File: src/rtl/css_pkg.sv
// package: constants and state types of the combo module startup sequencer
package css_pkg;
  localparam int unsigned SLEEP_CLK_HZ      = 32768;
  localparam int unsigned CLK_HZ            = 125000000;
  // sleep clock edges the radio needs for its reference clock to settle
  localparam logic [7:0]  REF_SETTLE_EDGES  = 8'h0_004;
  // sleep clock edges the radio needs to settle its own pins
  localparam logic [7:0]  IO_SETTLE_EDGES   = 8'h0_002;
  localparam logic [7:0]  BOOT_WAIT_MIN     = 8'h0_001;
  localparam logic [7:0]  BOOT_WAIT_RESET   = 8'h0_001;
  localparam logic [7:0]  COUNT_RESET       = 8'h0_000;

  typedef enum logic [1:0] {
    CSS_WL_OFF,
    CSS_WL_WAIT,
    CSS_WL_BOOT
  } css_wl_state_e;

  typedef enum logic [2:0] {
    CSS_RD_OFF,
    CSS_RD_REF,
    CSS_RD_IO,
    CSS_RD_WAIT_CTS,
    CSS_RD_READY
  } css_rd_state_e;
endpackage

File: src/rtl/css_startup_sequencer.sv
// module: startup sequencing, handshake and pin roles of the combo module
`timescale 1ns/10ps
// Overview of operation
// - in 4-bit mode all four data lines carry data with line 1 also the interrupt, in 1-bit mode line 0 is the data, line 1 the interrupt and lines 2 and 3 unused.
// - the sleep clock input is the time base of all boot and low-power counting.
// - after the wlan enable rises the module waits a programmed 1 to 255 sleep clock periods before continuing boot.
// - after reset the radio section lets its reference clock settle and then settles its pins before the handshake.
// - once initialised the radio drives its request-to-send low after the host drives clear-to-send low.
// - each radio wake pin serves either as a wake signal or as a general-purpose pin.
// - while the wlan enable is low its regulators stay off and the section stays in reset.
module css_startup_sequencer
  import css_pkg::*;
(
  input  wire logic       clk,
  input  wire logic       rstn,
  input  wire logic       sleep_clock_in,
  input  wire logic       wlan_section_enable,
  input  wire logic       radio_section_enable,
  input  wire logic [7:0] boot_wait_periods,
  input  wire logic       radio_uart_clear_to_send_n,
  input  wire logic       sd_four_bit_mode,
  input  wire logic       sd_irq_request,
  input  wire logic [3:0] sd_data_out,
  input  wire logic [3:0] sd_data_oe,
  input  wire logic [3:0] sd_data_pin_in,
  input  wire logic       radio_wake_to_host_gpio_mode,
  input  wire logic       radio_wake_to_host_gpio_out,
  input  wire logic       radio_wake_to_host_gpio_oe,
  input  wire logic       radio_wake_to_host_event,
  input  wire logic       radio_wake_from_host_gpio_mode,
  input  wire logic       radio_wake_from_host_gpio_out,
  input  wire logic       radio_wake_from_host_gpio_oe,
  input  wire logic       radio_wake_from_host_in,
  output logic            wlan_regulators_on,
  output logic            wlan_reset_n,
  output logic            wlan_boot_go,
  output logic            radio_reset_n,
  output logic            radio_ready,
  output logic            radio_uart_req_to_send_n,
  output logic [3:0]      sd_data_pin_out,
  output logic [3:0]      sd_data_pin_oe,
  output logic [3:0]      sd_data_rx,
  output logic            radio_wake_to_host_out,
  output logic            radio_wake_to_host_oe,
  output logic            radio_wake_from_host_out,
  output logic            radio_wake_from_host_oe,
  output logic            radio_wake_req,
  output logic            radio_wake_from_host_gpio_in
);

  localparam int unsigned NSYNC = 5;

  // the sleep clock is sampled, so the system clock must be well above it
  if (CLK_HZ < 4 * SLEEP_CLK_HZ)
  begin : g_clk_too_slow
    $error("system clock too slow to sample the sleep clock");
  end

  // the sleep clock, enable, cts and wake pins from the host are synchronised (sd data pins are not); stage 1 is read only by stage 2
  logic [NSYNC-1:0] sync1_reg, sync1_next, sync2_reg, sync2_next;
  logic             lpo_prev_reg, lpo_prev_next;
  logic             lpo, wl_en, rd_en, cts_n, wake_in;

  always_comb
  begin
    sync1_next    = {radio_wake_from_host_in, radio_uart_clear_to_send_n, radio_section_enable,
                     wlan_section_enable, sleep_clock_in};
    sync2_next    = sync1_reg;
    lpo_prev_next = sync2_reg[0];
  end

  always_ff @(posedge clk)
  begin
    if (!rstn)
    begin
      sync1_reg    <= '0;
      sync2_reg    <= '0;
      lpo_prev_reg <= 1'b0;
    end
    else
    begin
      sync1_reg    <= sync1_next;
      sync2_reg    <= sync2_next;
      lpo_prev_reg <= lpo_prev_next;
    end
  end

  assign lpo     = sync2_reg[0] & ~lpo_prev_reg;
  assign wl_en   = sync2_reg[1];
  assign rd_en   = sync2_reg[2];
  assign cts_n   = sync2_reg[3];
  assign wake_in = sync2_reg[4];

  // wlan section power and boot wait, counted in sleep clock periods
  css_wl_state_e wl_state_reg, wl_state_next;
  logic [7:0]    wl_cnt_reg, wl_cnt_next;
  logic [7:0]    wait_target;

  // zero is not a legal wait; treat it as the shortest one
  assign wait_target = (boot_wait_periods < BOOT_WAIT_MIN) ? BOOT_WAIT_MIN : boot_wait_periods;

  always_comb
  begin
    wl_state_next = wl_state_reg;
    wl_cnt_next   = wl_cnt_reg;
    if (!wl_en)
    begin
      wl_state_next = CSS_WL_OFF;
      wl_cnt_next   = COUNT_RESET;
    end
    else
    begin
      unique case (wl_state_reg)
        CSS_WL_OFF:
        begin
          wl_state_next = CSS_WL_WAIT;
          wl_cnt_next   = COUNT_RESET;
        end
        CSS_WL_WAIT:
        begin
          if (lpo)
          begin
            wl_cnt_next = wl_cnt_reg + 8'h0_001;
            if (wl_cnt_reg + 8'h0_001 >= wait_target)
              wl_state_next = CSS_WL_BOOT;
          end
        end
        CSS_WL_BOOT:
        begin
          wl_state_next = CSS_WL_BOOT;
        end
        // unused code: fall back to off rather than hang
        default:
        begin
          wl_state_next = CSS_WL_OFF;
          wl_cnt_next   = COUNT_RESET;
        end
      endcase
    end
  end

  // radio section: reference settle, pin settle, then flow-control handshake
  css_rd_state_e rd_state_reg, rd_state_next;
  logic [7:0]    rd_cnt_reg, rd_cnt_next;
  logic          rts_n_reg, rts_n_next;

  always_comb
  begin
    rd_state_next = rd_state_reg;
    rd_cnt_next   = rd_cnt_reg;
    rts_n_next    = 1'b1;
    if (!rd_en)
    begin
      rd_state_next = CSS_RD_OFF;
      rd_cnt_next   = COUNT_RESET;
    end
    else
    begin
      unique case (rd_state_reg)
        CSS_RD_OFF:
        begin
          rd_state_next = CSS_RD_REF;
          rd_cnt_next   = COUNT_RESET;
        end
        CSS_RD_REF:
        begin
          if (lpo)
            rd_cnt_next = rd_cnt_reg + 8'h0_001;
          if (lpo && (rd_cnt_reg + 8'h0_001 >= REF_SETTLE_EDGES))
          begin
            rd_state_next = CSS_RD_IO;
            rd_cnt_next   = COUNT_RESET;
          end
        end
        CSS_RD_IO:
        begin
          if (lpo)
            rd_cnt_next = rd_cnt_reg + 8'h0_001;
          if (lpo && (rd_cnt_reg + 8'h0_001 >= IO_SETTLE_EDGES))
            rd_state_next = CSS_RD_WAIT_CTS;
        end
        CSS_RD_WAIT_CTS:
        begin
          if (!cts_n)
          begin
            rd_state_next = CSS_RD_READY;
            rts_n_next    = 1'b0;
          end
        end
        CSS_RD_READY:
        begin
          rts_n_next = 1'b0;
        end
        default:
        begin
          rd_state_next = CSS_RD_OFF;
          rd_cnt_next   = COUNT_RESET;
        end
      endcase
    end
  end

  always_ff @(posedge clk)
  begin
    if (!rstn)
    begin
      wl_state_reg <= CSS_WL_OFF;
      wl_cnt_reg   <= COUNT_RESET;
      rd_state_reg <= CSS_RD_OFF;
      rd_cnt_reg   <= COUNT_RESET;
      rts_n_reg    <= 1'b1;
    end
    else
    begin
      wl_state_reg <= wl_state_next;
      wl_cnt_reg   <= wl_cnt_next;
      rd_state_reg <= rd_state_next;
      rd_cnt_reg   <= rd_cnt_next;
      rts_n_reg    <= rts_n_next;
    end
  end

  assign wlan_regulators_on       = (wl_state_reg != CSS_WL_OFF);
  assign wlan_reset_n             = (wl_state_reg == CSS_WL_BOOT);
  assign wlan_boot_go             = (wl_state_reg == CSS_WL_BOOT);
  assign radio_reset_n            = (rd_state_reg != CSS_RD_OFF);
  assign radio_ready              = (rd_state_reg == CSS_RD_READY);
  assign radio_uart_req_to_send_n = rts_n_reg;

  // sd data pin roles; line 1 carries the interrupt in both modes, low active
  always_comb
  begin
    sd_data_pin_out = sd_data_out;
    sd_data_pin_oe  = sd_data_oe;
    sd_data_rx      = sd_data_pin_in;
    if (!sd_four_bit_mode)
    begin
      sd_data_pin_out = {2'b00, 1'b0, sd_data_out[0]};
      sd_data_pin_oe  = {2'b00, sd_irq_request, sd_data_oe[0]};
      sd_data_rx      = {3'b000, sd_data_pin_in[0]};
    end
    else if (sd_irq_request && !sd_data_oe[1])
    begin
      sd_data_pin_out[1] = 1'b0;
      sd_data_pin_oe[1]  = 1'b1;
    end
  end

  // wake pins: wake role or general-purpose role
  assign radio_wake_to_host_out   = radio_wake_to_host_gpio_mode ? radio_wake_to_host_gpio_out
                                                                 : radio_wake_to_host_event;
  assign radio_wake_to_host_oe    = radio_wake_to_host_gpio_mode ? radio_wake_to_host_gpio_oe
                                                                 : radio_reset_n;
  assign radio_wake_from_host_out = radio_wake_from_host_gpio_out;
  assign radio_wake_from_host_oe  = radio_wake_from_host_gpio_mode & radio_wake_from_host_gpio_oe;
  assign radio_wake_req           = ~radio_wake_from_host_gpio_mode & wake_in;
  assign radio_wake_from_host_gpio_in = wake_in;

endmodule

File: config.mk
export PLATFORM = sky130hd
export DESIGN_NAME = css_startup_sequencer
export DESIGN_NICKNAME = d
export VERILOG_FILES = /design/src/rtl/css_pkg.sv /design/src/rtl/css_startup_sequencer.sv
export SDC_FILE = /design/constraint.sdc
export NUM_CORES = 1
export LEC_CHECK = 0
export BUFFER_PORTS_ARGS = -buffer_cell sky130_fd_sc_hd__buf_4
export CAP_MARGIN = 20
export CORE_ASPECT_RATIO = 1.2
export CORE_MARGIN = 4
export CORE_UTILIZATION = 35
export CTS_CLUSTER_SIZE = 25
export DETAILED_ROUTE_END_ITERATION = 16
export PLACE_DENSITY = 0.58
export RECOVER_POWER = 50
export SLEW_MARGIN = 20
export SYNTH_ARGS = -nofsm -noshare
export SYNTH_HDL_FRONTEND = slang
export SYNTH_SLANG_ARGS = --single-unit
File: constraint.sdc
create_clock -name clk -period 3.2 [get_ports clk]
set_input_delay 0.96 -clock clk [delete_from_list [all_inputs] [get_ports clk]]
set_output_delay 0.96 -clock clk [all_outputs]
set_load 0.02 [all_outputs]
# After elaboration in Yosys (flattened, before gate mapping)

Cells that the tools add are included.

Word-level logic and storage cells: 70
Input bits: 36
Bits in registers: 33
Output and inout port bits: 24

Eq/ne operators: 11
Order comparisons: 4
Add/sub/neg operators: 2
Multiplexer cells: 24
Bitwise operators: 7
Reductions and logical operators: 14

Operators by type and width:

| kind                                                       | number |
|---|---|
| 2-to-1 mux 8 bit                                           | 4 |
| one-hot mux 8 bit (3 select lines)                         | 1 |
| adder 8 x 1 -> 8 bit, second input constant                | 2 |
| one-hot mux 8 bit (2 select lines)                         | 1 |
| one-hot mux 3 bit (5 select lines)                         | 1 |
| != test 2 bit, second input constant                       | 5 |
| 2-to-1 mux 3 bit                                           | 3 |
| >= comparator 8 x 2 -> 1 bit, second input constant        | 1 |
| >= comparator 8 x 3 -> 1 bit, second input constant        | 1 |
| >= comparator 8 bit                                        | 1 |
| less-than comparator 8 x 1 -> 1 bit, second input constant | 1 |
| 2-to-1 mux 2 bit                                           | 4 |
| AND reduction 2 bit                                        | 4 |
| 2-to-1 mux 1 bit                                           | 7 |
| == test 3 x 2 -> 1 bit, second input constant              | 2 |
| one-hot mux 2 bit (3 select lines)                         | 1 |
| 2-to-1 mux 4 bit                                           | 1 |
| NOT 1 bit                                                  | 4 |
| AND reduction 4 bit                                        | 1 |
| AND 1 bit                                                  | 3 |
| == test 3 x 1 -> 1 bit, second input constant              | 1 |
| == test 3 bit, second input constant                       | 1 |
| logical AND 1 bit                                          | 3 |
| logical NOT 3 bit                                          | 1 |
| 8 further kinds                                            | 8 |

# Logic depth before layout (Yosys ltp)

Depth after elaboration: 6
Mapped depth: 10
Gate-level depth less buffers: 10

# Worst setup path before layout

No wires, ideal clock.

Kind: input to register
From: input port boot_wait_periods[5]
To: register wl_state_reg[0]
Cell stages on the path: 9
Arrival time: 2.705 ns
Setup time: 0.072 ns
Path slack: 0.423 ns
Path buffers: 0
Required time: 3.128 ns
Cells stage by stage: nor4_1 a41o_1 ha_1 nand2b_1 a21o_1 a21o_1 a221oi_1 o31a_1 mux2i_1

Cells in the longest elaborated chain, start to end: 5

Ends and longest elaborated chain:

| what                                | RTL line                     | source |
|---|---|---|
| start: declaration                  | css_startup_sequencer.sv:19  | `input wire logic [7:0] boot_wait_periods,` |
| less-than comparator 8 x 1 -> 1 bit | css_startup_sequencer.sv:100 | `assign wait_target = (boot_wait_periods < BOOT_WAIT_MIN) ? BOOT_WAIT_MIN : boot_wait_periods;` |
| 2-to-1 mux 8 bit *                  | css_startup_sequencer.sv:100 |  |
| >= comparator 8 bit *               | css_startup_sequencer.sv:124 | `if (wl_cnt_reg + 8'h0_001 >= wait_target)` |
| != test 2 bit (no line) *           | --                           |  |
| AND reduction 2 bit (no line) *     | --                           |  |
| end signal: assignment              | css_startup_sequencer.sv:215 | `wl_state_reg <= wl_state_next;` |
| end: declaration                    | css_startup_sequencer.sv:95  | `css_wl_state_e wl_state_reg, wl_state_next;` |

Mark *: on every way between the ends. The rest lies on a longest branch, timed or not.
A chain may end at the register's enable or synchronous reset.

# Worst setup path after layout

From: input port boot_wait_periods[5]
To: register wl_state_reg[1]

The elaborated chain is that of the path after synthesis.

==> flow_metrics.env <==
export IMPL_outcome="finished clean"
export IMPL_core_area_um2=5670
export IMPL_n_antenna_cell=0
export IMPL_hold_end="sync2_reg[3]"
export IMPL_finalClockSkew_ns=0.0106
export IMPL_post_cts_buffers=0
export IMPL_antenna_left=0
export IMPL_slew_headroom=0.554
export IMPL_rows=30
export IMPL_cts_sinks=33
export IMPL_period_needed_ns=2.79
export IMPL_synth_area_per_cell_um2=8.47
export IMPL_yosysSeqAreaShare=0.324
export IMPL_slew_violations=0
export IMPL_clock_latency_ns=0.29
export IMPL_final_common_cell="buf_4"
export IMPL_syn2layout_area_growth_pct=23.7
export IMPL_reg2reg_to="wl_state_reg[1]"
export IMPL_clk_pin_slew_ns=0.07
export IMPL_routabilityCongestion=0.782
export IMPL_min_path_type="register to register"
export IMPL_worst_setup_path_type="primary input to register"
export IMPL_dpl_hpwl_um=3400
export IMPL_place_port_buffers=51
export IMPL_wl_per_cell_um=12.2
export IMPL_synth_edf_count=0
export IMPL_start_util=0.360
export IMPL_worstHoldPathCells=1
export IMPL_synth_area_leader_cell="dfxtp_1"
export IMPL_reg2reg_from="wl_cnt_reg[0]"
export IMPL_drt_iter0_markers=88
export IMPL_rsz0062_at_grt="false"
export IMPL_setup_viol=0
export IMPL_end_kind="register"
export IMPL_num_nets_final=335
export IMPL_async_reset_ff_frac=0
export IMPL_fin_crit_sh=0.871
export IMPL_yosys_warnings=0
export IMPL_grt_pass1_vias=1790
export IMPL_drive_above_1_share=0.232
export IMPL_min_delay_start="sync1_reg[3]"
export IMPL_rrSetupSlack_ns=0.73
export IMPL_wl_um=4450
export IMPL_fp_dieH_um=91.6
export IMPL_synth_top_flop_cell="dfxtp_1"
export IMPL_power_density_nw_per_um2=337
export IMPL_routed_via_density=4.99
export IMPL_critPathMaxFanout=2
export IMPL_drc=0
export IMPL_cts_buffers=5
export IMPL_antenna_found_initial=0
export IMPL_grt_ovfl_total=0
export IMPL_nFillCells=555
export IMPL_grt_start_max_net_pins=18
export IMPL_leakagePower_nw=1.12
export IMPL_most_common_layout_cells="buf_4, dfxtp_1, nand2_1"
export IMPL_path_common_cell="a21o_1"
export IMPL_critical_path_max_stage_delay_ns=0.30
export IMPL_cts_tree="done"
export IMPL_crit_slowest_cell="nor4_1"
export IMPL_cp_required_ns=3.41
export IMPL_die_w_um=77.7
export IMPL_total_power_mw=0.851
export IMPL_ctsHoldBuffers=0
export IMPL_drt_pass1_iterations=4
export IMPL_track_usage=0.132
export IMPL_worst_pin_slew_ns=0.668
export IMPL_dieArea_um2=7120
export IMPL_cts_root_buf="clkbuf_8"
export IMPL_start_kind="primary input"
export IMPL_dp_cells=357
export IMPL_grt_pass1_wl_um=7800
export IMPL_ys_seq_elements=33
export IMPL_critPathArrivalTime_ns=3.00
export IMPL_r2r_cells=9
export IMPL_layout_cells_non_filler=365
export IMPL_cts_max_path_buffers=2
export IMPL_hold_viol=0
export IMPL_cts_resized=0
export IMPL_ys_types=48
export IMPL_fmax_mhz=359
export IMPL_maxCapViolCount=0
export IMPL_pin_count=60
export IMPL_dr_total_vias=1822
export IMPL_synth_area_top_cells="dfxtp_1, ha_1, and2_1"
export IMPL_worstPathCellList="buf_4 -> nor4_1 -> a41o_1 -> ha_1 -> nand2b_1 -> a21o_1 -> a21o_1 -> a221oi_1 -> o31a_1 -> mux2i_1"
export IMPL_ir_drop_mv=0.344
export IMPL_synth_area_um2=2040
export IMPL_synthesis_nets=292
export IMPL_yosys_area_top_type_share=0.324
export IMPL_finalSetupTns_ns=0
export IMPL_syn_inst=241
export IMPL_htreeDepth=2
==> area by class of cell <==
class | count | area [µm²] | share of cell area
clock buffers | 6 | 82.6 | 0.0327
flip-flops and latches | 33 | 661 | 0.262
well taps | 80 | 100 | 0.0396
clock inverters | 2 | 13.8 | 0.00545
repair buffers | 52 | 379 | 0.150
inverters | 15 | 56.3 | 0.0223
multi-input cells | 177 | 1230 | 0.488
==> metal layers <==
layer,global-route usage,vias to the layer above,part of all wire
met5,0,-,0
met4,0.0475,0,0.011
met3,0.0354,4,0.068
met2,0.226,65,0.48
met1,0.158,818,0.44
li1,-,935,-
==> per-stage QoR <==
step	setup WS, ns	utilization	hold WS [ns]	area [µm²]
global placement	0.197	0.431	0.414	2440
CTS	0.402	0.448	0.430	2540
finish	0.413	0.445	0.426	2520
detailed placement	0.105	0.431	0.420	2440
floorplan	0.423	-	0.412	2040
global route	0.270	0.445	0.452	2520
==> critical path, delay by kind of cell <==
| family | cells | cell delay [ns] |
|---|---|---|
| muxes | 1 | 0.20 |
| AOI/OAI and AO/OA | 5 | 1.08 |
| adders and majority gates | 1 | 0.21 |
| buffers and inverters | 1 | 0.11 |
| and+or+nand+nor | 2 | 0.43 |
==> cells by family (layout without fill, tap and decap cells) <==
kind of cell    after synthesis  after routing  share of synthesized area
simple gates                 94             94                      0.248
compound gates               54             54                      0.199
flops                        33             33                      0.324
buf+inv                      31             75                     0.0711
fa+ha+maj                    16             16                     0.0969
mux                           7              7                     0.0356
xor+xnor                      6              6                     0.0258
==> cells in the mapped netlist (5+ instances only) <==
| cell type | instances |
|---|---|
| a21oi_1 | 12 |
| a21o_1 | 6 |
| dfxtp_1 | 33 |
| inv_1 | 15 |
| clkbuf_1 | 8 |
| ha_1 | 15 |
| nand2b_1 | 6 |
| nand2_1 | 15 |
| nand3_1 | 14 |
| mux2i_1 | 5 |
| and2_1 | 20 |
| nor2_1 | 14 |
| buf_4 | 5 |
| a31oi_1 | 7 |
| a22oi_1 | 6 |
==> report_power, final <==
group / switching [mW] / internal [mW] / leakage, nW / total, mW
Combinational: 0.0453 / 0.0528 / 0.796 / 0.0980
Clock: 0.157 / 0.174 / 0.0512 / 0.331
Sequential: 0.00365 / 0.417 / 0.268 / 0.421
==> worst max-delay path by stage <==
| stage | from | end | slack [ns] | cells after the start |
|---|---|---|---|---|
| 2_1_floorplan | boot_wait_periods[5] | wl_state_reg[0] | 0.42 | 9 |
| 3_3_place_gp | boot_wait_periods[5] | wl_state_reg[1] | 0.20 | 10 |
| 3_5_place_dp | boot_wait_periods[5] | wl_state_reg[1] | 0.10 | 10 |
| 4_1_cts | boot_wait_periods[5] | wl_state_reg[1] | 0.40 | 10 |
| 5_1_grt | boot_wait_periods[5] | wl_state_reg[1] | 0.27 | 10 |
| 6_report | boot_wait_periods[5] | wl_state_reg[1] | 0.41 | 10 |
Power figures use the tool's default switching activity.
